$ cat config.mk
export PLATFORM = sky130hd
export DESIGN_NAME = ewif_flags
export DESIGN_NICKNAME = d
export VERILOG_FILES = /design/src/ewif_pkg.sv /design/src/ewif_flags.sv
export SDC_FILE = /design/constraint.sdc
export NUM_CORES = 1
export LEC_CHECK = 0
export BUFFER_PORTS_ARGS = -buffer_cell sky130_fd_sc_hd__buf_2
export CAP_MARGIN = 20
export CORE_ASPECT_RATIO = 0.9
export CORE_MARGIN = 2
export CORE_UTILIZATION = 47
export CTS_CLUSTER_SIZE = 30
export DETAILED_ROUTE_END_ITERATION = 8
export GPL_TIMING_DRIVEN = 1
export PLACE_DENSITY = 0.67
export SETUP_SLACK_MARGIN = 0.2
export SLEW_MARGIN = 15
export SYNTH_ARGS = -nofsm -noshare
export SYNTH_HDL_FRONTEND = slang
export SYNTH_SLANG_ARGS = --single-unit
$ cat constraint.sdc
create_clock -name i_clk -period 4.97 [get_ports i_clk]
set_input_delay 0.2485 -clock i_clk [delete_from_list [all_inputs] [get_ports i_clk]]
set_output_delay 0.2485 -clock i_clk [all_outputs]
set_load 0.02 [all_outputs]
$ cat src/ewif_pkg.sv
// Behaviour
// - sleep direct transfer sets bit 7 flag
// - writing 0 clears direct transition flag
// - ext int 3 edge sets bit 3
// - writing 0 clears ext int 3 flag
// - ext int 0 edge sets bit 0
// - writing 0 clears ext int 0 flag
// - six wake pins set bits 5..0
// - writing 0 clears each wake flag
// - flag bit 6 reads 0, writes ignored
// - flag bits 5,4 and wake 7,6 read 1
// - flag bits 2,1 read 0, writes ignored
// - edge select 0 falling, 1 rising
// - wake flags forwarded only with common enable
// - ext and direct flags need own enable
`default_nettype none
package ewif_pkg;
  localparam int ADDR_W = 4;
  localparam int DATA_W = 8;
  localparam logic [3:0] ADDR_IRQ_FLAGS = 4'h0;
  localparam logic [3:0] ADDR_WAKE_FLAGS = 4'h1;
  localparam logic [3:0] ADDR_EXT_EDGE = 4'h2;
  localparam logic [3:0] ADDR_WAKE_EDGE = 4'h3;
  localparam logic [3:0] ADDR_ENABLE = 4'h4;
  localparam logic [3:0] ADDR_EXT_FUNC = 4'h5;
  localparam logic [3:0] ADDR_WAKE_FUNC = 4'h6;
  localparam logic [3:0] ADDR_SYS_CTRL = 4'h7;
  localparam logic [3:0] ADDR_EVT_STATUS = 4'h8;
  localparam logic [3:0] ADDR_EVT_MASK = 4'h9;
  // bit positions in the flag, edge, enable, function and system control registers
  localparam int BIT_DT = 7;
  localparam int BIT_WAKE_EN = 5;
  localparam int BIT_EXT3 = 3;
  localparam int BIT_EXT0 = 0;
  localparam int BIT_DT_XFER_EN = 0;
  localparam int NUM_WAKE = 6;
  // fixed reserved patterns, or-ed into read data
  localparam logic [7:0] IRQ_FLAGS_ONES = 8'h30;
  localparam logic [7:0] WAKE_FLAGS_ONES = 8'hc0;
  localparam logic [7:0] EXT_EDGE_ONES = 8'h70;
  localparam logic [7:0] WAKE_EDGE_ONES = 8'hc0;
  localparam logic [7:0] ENABLE_ONES = 8'h10;
  // event status bits
  localparam int EVT_EXT0 = 0;
  localparam int EVT_EXT3 = 1;
  localparam int EVT_DT = 2;
  localparam int EVT_WAKE = 3;
  localparam int NUM_EVT = 4;
  localparam logic [7:0] RST_ZERO = 8'h00;
endpackage
`default_nettype wire
$ cat src/ewif_flags.sv
// Added by the designer: the placing of the registers and the strobed register port.
`timescale 1ns/1ps
`default_nettype none
module ewif_flags (
  input wire logic i_clk,
  input wire logic i_rst,
  input wire logic [3:0] i_addr,
  input wire logic [7:0] i_wdata,
  input wire logic i_wr,
  input wire logic i_rd,
  output logic [7:0] o_rdata,
  input wire logic i_ext_int0_pin,
  input wire logic i_ext_int3_pin,
  input wire logic [5:0] i_wake_pin,
  input wire logic i_sleep_direct_xfer,
  output logic o_ext_int0_req,
  output logic o_ext_int3_req,
  output logic o_direct_transition_req,
  output logic o_wake_req,
  output logic o_irq
);
  // true when the selected edge is seen between prev and cur
  function automatic logic edge_hit(input logic prev, input logic cur,
                                    input logic sel);
    edge_hit = sel ? (!prev && cur) : (prev && !cur);
  endfunction

  // write strobe aimed at one register address
  function automatic logic wr_hit(input logic wr, input logic [3:0] addr,
                                  input logic [3:0] a);
    wr_hit = wr && (addr == a);
  endfunction

  // byte of clear mask: bit high where a write puts 0 at this address;
  // bus signals come in as arguments so a continuous assign sees them
  function automatic logic [7:0] clr_mask(input logic wr,
                                          input logic [3:0] addr,
                                          input logic [7:0] wdata,
                                          input logic [3:0] a);
    clr_mask = wr_hit(wr, addr, a) ? ~wdata : ewif_pkg::RST_ZERO;
  endfunction

  // pins are asynchronous: two stages, then a third for edge history
  logic [7:0] pin_s1;
  logic [7:0] pin_s2;
  logic [7:0] pin_prev;
  logic [7:0] pin_raw;
  assign pin_raw = {i_ext_int3_pin, i_ext_int0_pin, i_wake_pin};

  always_ff @(posedge i_clk) begin
    if (i_rst) begin
      pin_s1 <= 8'hff;
      pin_s2 <= 8'hff;
    end else begin
      pin_s1 <= pin_raw;
      pin_s2 <= pin_s1;
    end
  end

  // history resets high too, so idle-high pins show no edge at release
  always_ff @(posedge i_clk) begin
    if (i_rst) begin
      pin_prev <= 8'hff;
    end else begin
      pin_prev <= pin_s2;
    end
  end

  // software settings
  logic ext_int0_edge_sel;
  logic ext_int3_edge_sel;
  logic [5:0] wake_edge_sel;
  logic direct_transition_enable;
  logic wake_common_enable;
  logic ext_int3_enable;
  logic ext_int0_enable;
  logic ext_int0_func;
  logic ext_int3_func;
  logic [5:0] wake_func;
  logic direct_transfer_enable;
  logic [3:0] evt_mask;

  // one block per register keeps a decode slip local to that register
  always_ff @(posedge i_clk) begin
    if (i_rst) begin
      ext_int0_edge_sel <= 1'b0;
      ext_int3_edge_sel <= 1'b0;
    end else if (wr_hit(i_wr, i_addr, ewif_pkg::ADDR_EXT_EDGE)) begin
      ext_int0_edge_sel <= i_wdata[ewif_pkg::BIT_EXT0];
      ext_int3_edge_sel <= i_wdata[ewif_pkg::BIT_EXT3];
    end
  end

  always_ff @(posedge i_clk) begin
    if (i_rst) begin
      wake_edge_sel <= 6'h00;
    end else if (wr_hit(i_wr, i_addr, ewif_pkg::ADDR_WAKE_EDGE)) begin
      wake_edge_sel <= i_wdata[5:0];
    end
  end

  // enables gate only the cpu requests; flags keep latching regardless
  always_ff @(posedge i_clk) begin
    if (i_rst) begin
      direct_transition_enable <= 1'b0;
      wake_common_enable <= 1'b0;
      ext_int3_enable <= 1'b0;
      ext_int0_enable <= 1'b0;
    end else if (wr_hit(i_wr, i_addr, ewif_pkg::ADDR_ENABLE)) begin
      direct_transition_enable <= i_wdata[ewif_pkg::BIT_DT];
      wake_common_enable <= i_wdata[ewif_pkg::BIT_WAKE_EN];
      ext_int3_enable <= i_wdata[ewif_pkg::BIT_EXT3];
      ext_int0_enable <= i_wdata[ewif_pkg::BIT_EXT0];
    end
  end

  // function off means edges are dropped, not held for later
  always_ff @(posedge i_clk) begin
    if (i_rst) begin
      ext_int0_func <= 1'b0;
      ext_int3_func <= 1'b0;
    end else if (wr_hit(i_wr, i_addr, ewif_pkg::ADDR_EXT_FUNC)) begin
      ext_int0_func <= i_wdata[ewif_pkg::BIT_EXT0];
      ext_int3_func <= i_wdata[ewif_pkg::BIT_EXT3];
    end
  end

  always_ff @(posedge i_clk) begin
    if (i_rst) begin
      wake_func <= 6'h00;
    end else if (wr_hit(i_wr, i_addr, ewif_pkg::ADDR_WAKE_FUNC)) begin
      wake_func <= i_wdata[5:0];
    end
  end

  // the sleep logic raises its strobe anyway; this bit decides if it counts
  always_ff @(posedge i_clk) begin
    if (i_rst) begin
      direct_transfer_enable <= 1'b0;
    end else if (wr_hit(i_wr, i_addr, ewif_pkg::ADDR_SYS_CTRL)) begin
      direct_transfer_enable <= i_wdata[ewif_pkg::BIT_DT_XFER_EN];
    end
  end

  always_ff @(posedge i_clk) begin
    if (i_rst) begin
      evt_mask <= 4'h0;
    end else if (wr_hit(i_wr, i_addr, ewif_pkg::ADDR_EVT_MASK)) begin
      evt_mask <= i_wdata[3:0];
    end
  end

  // set events; a pin not in interrupt function never sets its flag
  logic set_ext0;
  logic set_ext3;
  logic set_dt;
  logic [5:0] set_wake;
  assign set_ext0 = ext_int0_func && edge_hit(pin_prev[6], pin_s2[6],
                    ext_int0_edge_sel);
  assign set_ext3 = ext_int3_func && edge_hit(pin_prev[7], pin_s2[7],
                    ext_int3_edge_sel);
  assign set_dt = i_sleep_direct_xfer && direct_transfer_enable;

  genvar g;
  generate
    for (g = 0; g < ewif_pkg::NUM_WAKE; g++) begin : g_wake
      assign set_wake[g] = wake_func[g] &&
        edge_hit(pin_prev[g], pin_s2[g], wake_edge_sel[g]);
    end
  endgenerate

  // request flags
  logic ext_int0_req_flag;
  logic ext_int3_req_flag;
  logic direct_transition_req_flag;
  logic [5:0] wake_req_flag;
  logic [7:0] irq_clr;
  logic [7:0] wake_clr;
  assign irq_clr = clr_mask(i_wr, i_addr, i_wdata,
                            ewif_pkg::ADDR_IRQ_FLAGS);
  assign wake_clr = clr_mask(i_wr, i_addr, i_wdata,
                             ewif_pkg::ADDR_WAKE_FLAGS);

  // writing 1 leaves a flag alone; a set in the clear cycle survives
  always_ff @(posedge i_clk) begin
    if (i_rst) begin
      ext_int0_req_flag <= 1'b0;
    end else begin
      ext_int0_req_flag <= set_ext0 || (ext_int0_req_flag &&
        !irq_clr[ewif_pkg::BIT_EXT0]);
    end
  end

  always_ff @(posedge i_clk) begin
    if (i_rst) begin
      ext_int3_req_flag <= 1'b0;
    end else begin
      ext_int3_req_flag <= set_ext3 || (ext_int3_req_flag &&
        !irq_clr[ewif_pkg::BIT_EXT3]);
    end
  end

  always_ff @(posedge i_clk) begin
    if (i_rst) begin
      direct_transition_req_flag <= 1'b0;
    end else begin
      direct_transition_req_flag <= set_dt || (direct_transition_req_flag
        && !irq_clr[ewif_pkg::BIT_DT]);
    end
  end

  // each wake bit clears on its own, so one write can keep the others
  always_ff @(posedge i_clk) begin
    if (i_rst) begin
      wake_req_flag <= 6'h00;
    end else begin
      wake_req_flag <= set_wake | (wake_req_flag & ~wake_clr[5:0]);
    end
  end

  // requests to the cpu, gated by enables; one cycle behind the flags
  always_ff @(posedge i_clk) begin
    if (i_rst) begin
      o_ext_int0_req <= 1'b0;
    end else begin
      o_ext_int0_req <= ext_int0_req_flag && ext_int0_enable;
    end
  end

  always_ff @(posedge i_clk) begin
    if (i_rst) begin
      o_ext_int3_req <= 1'b0;
    end else begin
      o_ext_int3_req <= ext_int3_req_flag && ext_int3_enable;
    end
  end

  always_ff @(posedge i_clk) begin
    if (i_rst) begin
      o_direct_transition_req <= 1'b0;
    end else begin
      o_direct_transition_req <= direct_transition_req_flag &&
        direct_transition_enable;
    end
  end

  always_ff @(posedge i_clk) begin
    if (i_rst) begin
      o_wake_req <= 1'b0;
    end else begin
      // one shared vector for all six wake sources
      o_wake_req <= (|wake_req_flag) && wake_common_enable;
    end
  end

  // sticky event status, write one to clear, set wins
  logic [3:0] evt_status;
  logic [3:0] evt_set;
  logic [3:0] evt_clr;
  logic [3:0] next_evt_status;
  assign evt_set = {|set_wake, set_dt, set_ext3, set_ext0};
  assign evt_clr = (i_wr && i_addr == ewif_pkg::ADDR_EVT_STATUS) ?
                   i_wdata[3:0] : 4'h0;
  assign next_evt_status = evt_set | (evt_status & ~evt_clr);

  always_ff @(posedge i_clk) begin
    if (i_rst) begin
      evt_status <= 4'h0;
    end else begin
      evt_status <= next_evt_status;
    end
  end

  // taken from the next status so o_irq rises with the status bit
  always_ff @(posedge i_clk) begin
    if (i_rst) begin
      o_irq <= 1'b0;
    end else begin
      o_irq <= |(next_evt_status & evt_mask);
    end
  end

  // read data stands one cycle, zero otherwise and for unmapped addresses
  logic [7:0] next_rdata;
  always_comb begin
    next_rdata = ewif_pkg::RST_ZERO;
    if (i_rd) begin
      case (i_addr)
        ewif_pkg::ADDR_IRQ_FLAGS: begin
          // bits 6, 2 and 1 stay zero, bits 5 and 4 stay one
          next_rdata = ewif_pkg::IRQ_FLAGS_ONES;
          next_rdata[ewif_pkg::BIT_DT] = direct_transition_req_flag;
          next_rdata[ewif_pkg::BIT_EXT3] = ext_int3_req_flag;
          next_rdata[ewif_pkg::BIT_EXT0] = ext_int0_req_flag;
        end
        ewif_pkg::ADDR_WAKE_FLAGS: begin
          next_rdata = ewif_pkg::WAKE_FLAGS_ONES | {2'b00, wake_req_flag};
        end
        ewif_pkg::ADDR_EXT_EDGE: begin
          next_rdata = ewif_pkg::EXT_EDGE_ONES;
          next_rdata[ewif_pkg::BIT_EXT3] = ext_int3_edge_sel;
          next_rdata[ewif_pkg::BIT_EXT0] = ext_int0_edge_sel;
        end
        ewif_pkg::ADDR_WAKE_EDGE: begin
          next_rdata = ewif_pkg::WAKE_EDGE_ONES | {2'b00, wake_edge_sel};
        end
        ewif_pkg::ADDR_ENABLE: begin
          next_rdata = ewif_pkg::ENABLE_ONES;
          next_rdata[ewif_pkg::BIT_DT] = direct_transition_enable;
          next_rdata[ewif_pkg::BIT_WAKE_EN] = wake_common_enable;
          next_rdata[ewif_pkg::BIT_EXT3] = ext_int3_enable;
          next_rdata[ewif_pkg::BIT_EXT0] = ext_int0_enable;
        end
        ewif_pkg::ADDR_EXT_FUNC: begin
          next_rdata[ewif_pkg::BIT_EXT3] = ext_int3_func;
          next_rdata[ewif_pkg::BIT_EXT0] = ext_int0_func;
        end
        ewif_pkg::ADDR_WAKE_FUNC: begin
          next_rdata = {2'b00, wake_func};
        end
        ewif_pkg::ADDR_SYS_CTRL: begin
          next_rdata[ewif_pkg::BIT_DT_XFER_EN] = direct_transfer_enable;
        end
        ewif_pkg::ADDR_EVT_STATUS: begin
          next_rdata = {4'h0, evt_status};
        end
        ewif_pkg::ADDR_EVT_MASK: begin
          next_rdata = {4'h0, evt_mask};
        end
        default: begin
          next_rdata = ewif_pkg::RST_ZERO;
        end
      endcase
    end
  end

  always_ff @(posedge i_clk) begin
    if (i_rst) begin
      o_rdata <= ewif_pkg::RST_ZERO;
    end else begin
      o_rdata <= next_rdata;
    end
  end
endmodule
`default_nettype wire

==> run_results.csv, run 1 <==
group,metric,value,unit
outcome,status,"complete, no violations",
synth,ys.flop_type,"dfxtp_1",
floorplan,core_area,6110,um^2
placed_design,portBuffers,36,
clock_tree,clk_latency,0.35,ns
synth,synthMuxAreaShare,7.57,%
floorplan,rows,27,
worst_setup_path,path_cells,"buf_2 > or4b_4 > o21ai_1 > nand3_1 > o41a_1 > a221o_1",
layout,seq_area,1500,um^2
clock_tree,cts_tree,"yes",
detailed_routing,vias_per_cell,5.49,
sta,hold_violations,0,
placed_design,dp_hpwl,4480,um
synth,synthSimpleGateAreaFrac,23.6,%
pwr,p_per_area,345,nW/um^2
synth,ys_seq_area_share,50.5,%
placed_design,place_ws,2.73,ns
synth,syn_area_per_cell,9.10,um^2
layout,fillerInstances,568,
synth,syn-num-nets,352,
clock_tree,cts_resized,0,
global_route,grt_start_max_net_pins,63,
clock_tree,numCtsBuffers,9,
layout,multiInputGateArea,1380,um^2
sta,drv_slew,0,
sta,tns,0,ns
global_route,grt_usage,21.4,%
floorplan,start_util,48.6,%
worst_setup_path,worst_setup_path_start_kind,"primary input",
floorplan,die_area,6980,um^2
layout,drive_above_1_share,22.7,%
worst_setup_path,worstPathMaxFanout,18,
sta,fin_crit,1.90,ns
sta,grt_setup_unrepaired,"no",
synth,netlist_area,2970,um^2
floorplan,num_io_pins,38,
synth,yosysWarnings,0,
placed_design,gp_congestion,0.916,
worst_setup_path,end_kind,"flop",
min_path,hp-class,"in -> reg",
floorplan,die_w,87.9,um
sta,setup_viol,0,
synth,yosysUniqueCellTypes,39,
layout,layout.nets,381,
synth,synthAdderAreaFrac,0,%
worst_setup_path,cp.required,5.20,ns
detailed_routing,drtIter0Drc,246,
synth,ys_ff_latch,75,
clock_tree,ctsHoldBuffers,0,
worst_setup_path,slowest_delay,0.60,ns
sta,finalCritPeriodShare,38.2,%
run,drv_cap,0,
clock_tree,htreeDepth,3,
global_route,grt_pass1_wl,11200,um
clock_tree,cts_sinks,75,
sta,fmax,526,MHz
global_route,grt.overflow.total,0,
global_route,grt_pass1_vias,2246,
synth,synth-edff-count,0,
detailed_routing,wl,6740,um
sta,relSlewSlack,52.4,%
synth,synth_top_family_by_area,"simple AND/OR/NAND/NOR gates",
detailed_routing,first_pass_iters,4,
detailed_routing,vias,2460,
pwr,vdd_ir_drop_max,0.196,mV
floorplan,dieHeight,79.5,um
clock_tree,clockBufferDepth,2,
detailed_routing,drc,0,
sta,tightest_slew,0.712,ns
synth,synth_xor_area_share,0,%
sta,skew,0.00482,ns
pwr,leakage,0.00137,uW
clock_tree,cts_root_buffer,"clkbuf_8",
layout,antenna_cells,0,
global_route,antenna_found_initial,0,
clock_tree,post_cts_buffers,0,
worst_setup_path,crit_type,"in -> reg",
worst_setup_path,arrival,2.13,ns
detailed_routing,wire_per_inst,15.0,um
synth,async_flop_share,0,%
synth,synth_compound_area_share,15.1,%
detailed_routing,antenna_left,0,
synth,synth_cells,327,
layout,areaGrowthSynthToFinish,14.5,%
sta,finalWorstSetupSlack,3.07,ns
worst_setup_path,crit_path_top_delay_cell,"or4b_4",
clock_tree,clkTransAtPathRegs,0.07,ns
Yosys cell counts, types with 2 or more instances:
| master | count | area, um^2 |
|---|---|---|
| o22ai_1 | 3 | 18.8 |
| clkbuf_1 | 18 | 67.6 |
| mux2i_1 | 18 | 180 |
| a21oi_1 | 29 | 145 |
| nand2_1 | 35 | 131 |
| nor2b_1 | 5 | 31.3 |
| and3b_1 | 4 | 35.0 |
| a31oi_1 | 3 | 18.8 |
| mux2_2 | 4 | 45.0 |
| nor3b_1 | 5 | 37.5 |
| nand3_1 | 16 | 80.1 |
| nand4b_1 | 2 | 17.5 |
| and2_1 | 5 | 31.3 |
| o21ai_0 | 19 | 95.1 |
| and3_1 | 5 | 31.3 |
| nor2_1 | 22 | 82.6 |
| dfxtp_1 | 75 | 1500 |
| or2_2 | 24 | 150 |
| or4bb_1 | 2 | 22.5 |
| nand2b_1 | 2 | 12.5 |
| a22o_1 | 3 | 26.3 |
| a22oi_1 | 8 | 60.1 |
| inv_1 | 4 | 15.0 |
logic make-up after synthesis:
group	count (synthesis)
AND/OR/NAND/NOR	132
buffers and inverters	23
AO/OA/AOI/OAI	75
flip-flops	75
multiplexers	22
worst max-delay path: cells and delay by family:
kind                   cells  cell delay (ns)
buffers and inverters      1             0.22
AO/OA/AOI/OAI              3             0.97
AND/OR/NAND/NOR            2             0.69
state kept, by name, summed over array words and instances (netlist names), 4 cells and up:
register,cells
o_rdata,8
pin_prev,8
pin_s1,8
pin_s2,8
wake_edge_sel,6
wake_func,6
wake_req_flag,6
evt_mask,4
evt_status,4
through the flow:
step	cells	hold WS [ns]	util, %	area, um^2	total power, uW
floorplan	327	0.352	-	2970	675
global placement	432	0.392	52.2	3190	697
detailed placement	432	0.394	52.2	3190	698
CTS	448	0.0629	55.7	3400	1180
global route	448	0.0487	55.7	3400	1230
finish	448	0.0714	55.7	3400	1170
layer usage:
| metal | up-vias | wire length (um) | global-route usage [%] |
|---|---|---|---|
| met5 | - | 0 | 0 |
| met2 | 81 | 2960 | 31.3 |
| met3 | 11 | 472 | 7.34 |
| met1 | 1164 | 3180 | 29.6 |
| met4 | 0 | 123 | 6.77 |
| li1 | 1204 | - | - |
path summary, 6_finish.rpt:
check	from	end	slack, ns	depth (start not counted)
max reg2reg	wake_edge_sel[4]	o_irq	3.08	5
max	i_addr[1]	o_irq	3.07	6
min	i_wake_pin[2]	pin_s1[2]	0.07	2
min reg2reg	pin_s1[6]	pin_s2[6]	0.41	1
layout make-up:
type	instances	area share, %
Clock buffer	12	4.85
Clock inverter	4	1.40
Inverter	4	0.441
Multi-Input combinational cell	229	40.5
Sequential cell	75	44.1
Tap cell	87	3.20
Timing Repair Buffer	37	5.51
placed cells by master (no fill, tap or decap), types with 2 or more instances in the layout:
| cell | n |
|---|---|
| nor2b_1 | 5 |
| nand2_1 | 35 |
| a31oi_1 | 3 |
| dfxtp_1 | 75 |
| or4bb_1 | 2 |
| and3b_1 | 4 |
| clkbuf_8 | 12 |
| and3_1 | 5 |
| clkinv_2 | 2 |
| a21oi_1 | 29 |
| nand3_1 | 16 |
| nand2b_1 | 2 |
| inv_1 | 4 |
| nor2_1 | 22 |
| nand4b_1 | 2 |
| mux2_2 | 4 |
| o22ai_1 | 3 |
| buf_2 | 36 |
| nor3b_1 | 5 |
| and2_1 | 5 |
| or2_2 | 24 |
| a22o_1 | 3 |
| mux2i_1 | 18 |
| a22oi_1 | 8 |
| o21ai_0 | 19 |
power breakdown:
group | internal, uW | switching [uW] | total, uW
Clock | 271 | 219 | 490
Combinational | 24.7 | 42.3 | 67.0
Sequential | 612 | 5.74 | 618
(Power assumes the default switching activity.)
==> inputs of run 2 (changes only) <==
==> constraint.sdc (replaced) <==
create_clock -name i_clk -period 1.8 [get_ports i_clk]
set_input_delay 0.09 -clock i_clk [delete_from_list [all_inputs] [get_ports i_clk]]
set_output_delay 0.09 -clock i_clk [all_outputs]
set_load 0.02 [all_outputs]
==> run 2 against run 1 <==
  * Flip-flop and latch count did not move
  * Cell area rose by 5.9%
  * Clock skew rose by 0.0014 ns
  * Critical path depth fell by 1
  * Non-clock buffer count rose by 21
  * Register-to-register slack got worse by 2.9 ns
  * Combinational power rose to 3.2 times the previous value
  * Wire length rose by 2.4%
  * Die area did not move
==> run_results.csv, run 2 (synthesized netlist as in run 1, its figures left out) <==
group,metric,value,unit
worst_setup_path,path_cells,"nand2b_1 > o22ai_1 > a22o_1 > o41a_1 > a221o_1",
global_route,grt_pass1_vias,2297,
global_route,grt.overflow.total,0,
worst_setup_path,arrival,1.83,ns
sta,setup_viol,0,
layout,utilization,59.0,%
worst_setup_path,slowest_delay,0.39,ns
layout,antenna_cells,0,
global_route,grt_start_max_net_pins,27,
detailed_routing,vias,2539,
detailed_routing,first_pass_iters,6,
clock_tree,htreeDepth,3,
sta,tightest_slew,0.411,ns
pwr,clkPwrFrac,42.8,%
detailed_routing,drtIter0Drc,218,
sta,holdWs,0.0137,ns
clock_tree,numCtsBuffers,9,
pwr,vdd_ir_drop_max,0.735,mV
clock_tree,cts_tree,"yes",
worst_setup_path,crit_type,"reg -> reg",
pwr,power_frac_seq,50.7,%
detailed_routing,antenna_left,0,
pwr,p_per_area,932,nW/um^2
layout,mostFrequentLayoutCell,"dfxtp_1",
clock_tree,clkTransAtPathRegs,0.07,ns
pwr,power_switching,728,uW
pwr,leakage,0.00147,uW
sta,drv_slew,0,
sta,fin_crit,1.59,ns
worst_setup_path,end_kind,"flop",
worst_setup_path,worst_setup_path_start_kind,"flop",
floorplan,dieHeight,79.5,um
clock_tree,cts_root_buffer,"clkbuf_8",
global_route,antenna_found_initial,0,
sta,hold_violations,0,
floorplan,rows,27,
sta,tns,0,ns
detailed_routing,wire_per_inst,14.7,um
worst_setup_path,cp_top_family,"compound AO/OA/AOI/OAI gates",
placed_design,gp_congestion,0.900,
pwr,pwr-share-comb,6.5,%
worst_setup_path,cp_num_buf_inv,0,
sta,fmax,629,MHz
floorplan,die_area,6980,um^2
placed_design,dp_hpwl,4930,um
detailed_routing,wl,6900,um
detailed_routing,vias_per_cell,5.43,
sta,grt_setup_unrepaired,"yes",
sta,finalCritPeriodShare,88.3,%
run,drv_cap,0,
floorplan,die_w,87.9,um
pwr,p_sw_share,21.7,%
clock_tree,clk_latency,0.35,ns
detailed_routing,drc,0,
layout,layout.nets,402,
outcome,status,"complete, no violations",
clock_tree,clockBufferDepth,2,
layout,layout_common_cells,"dfxtp_1, buf_2, nand2_1, a21oi_1, or2_2",
floorplan,core_area,6110,um^2
floorplan,num_io_pins,38,
layout,areaGrowthSynthToFinish,21.2,%
clock_tree,cts_sinks,75,
min_path,hp-class,"in -> reg",
worst_setup_path,cp.required,2.04,ns
floorplan,start_util,48.6,%
worst_setup_path,worstPathMaxFanout,3,
sta,relSlewSlack,72.5,%
layout,drive_above_1_share,25.7,%
placed_design,portBuffers,36,
pwr,internal_power,2630,uW
sta,skew,0.00626,ns
pwr,p_total,3360,uW
worst_setup_path,crit_path_top_delay_cell,"o41a_1",
global_route,grt_pass1_wl,11400,um
global_route,grt_usage,21.5,%
run 2: changes by cell type in the layout (fill, tap and decap cells not counted), sizes merged:
cell,delta
bufinv,+1
dlygate4sd3,+8
buf,+13
clkinvlp,-1
clkbuf,-1
run 2: worst register-to-register path, stage by stage (launching register included):
cell	delay (ns)
dfxtp_2	0.34
nand2b_1	0.10
o22ai_1	0.11
a22o_1	0.23
o41a_1	0.39
a221o_1	0.31
run 2: metal layers:
layer	track usage [%]	vias to the layer above	share of wire, %
li1	-	1249	-
met5	0	-	0
met4	7.54	0	2.0
met2	32.3	87	44
met3	7.14	12	7.0
met1	28.8	1191	47
run 2: final cells by class:
| class | instances | area, um^2 |
|---|---|---|
| Tap cell | 87 | 109 |
| Fill cell | 547 | 2510 |
| Clock buffer | 11 | 151 |
| Sequential cell | 75 | 1500 |
| Clock inverter | 4 | 73.8 |
| Inverter | 4 | 15.0 |
| Multi-Input combinational cell | 229 | 1390 |
| Timing Repair Buffer | 58 | 365 |
run 2: per-stage QoR:
stage                     area [um^2]  setup slack, ns  std cells
final                            3600            0.210        468
after global routing             3600            0.138        468
after CTS                        3600            0.202        468
after detailed placement         3280           0.0328        444
after global placement           3280           0.0642        444
after floorplan                  2980            0.176        327
run 2: path summary, 6_finish.rpt:
kind | startpoint | to | slack [ns] | cells after the start
worst max-delay path | wake_edge_sel[0] | o_irq | 0.21 | 5
worst min register to register | pin_s1[2] | pin_s2[2] | 0.41 | 1
worst max register to register | wake_edge_sel[0] | o_irq | 0.21 | 5
worst min-delay path | i_wdata[4] | wake_func[4] | 0.01 | 3
run 2: what timing repair did:
action                                  in CTS  in global routing
endpoints found under the hold margin        8                  0
resized for setup                            4                  2
endpoints found under the setup margin       1                  1
hold buffers                                 8                  0
buffers inserted                             1                  0
pin swaps                                    1                  0
run 2: power by group through the flow:
stage	registers, uW	clock network [uW]	logic, uW
2_1_floorplan	1740	0	123
3_3_place_gp	1740	0	200
3_5_place_dp	1740	0	201
4_1_cts	1700	1470	216
5_1_grt	1710	1530	239
6_report	1710	1440	217
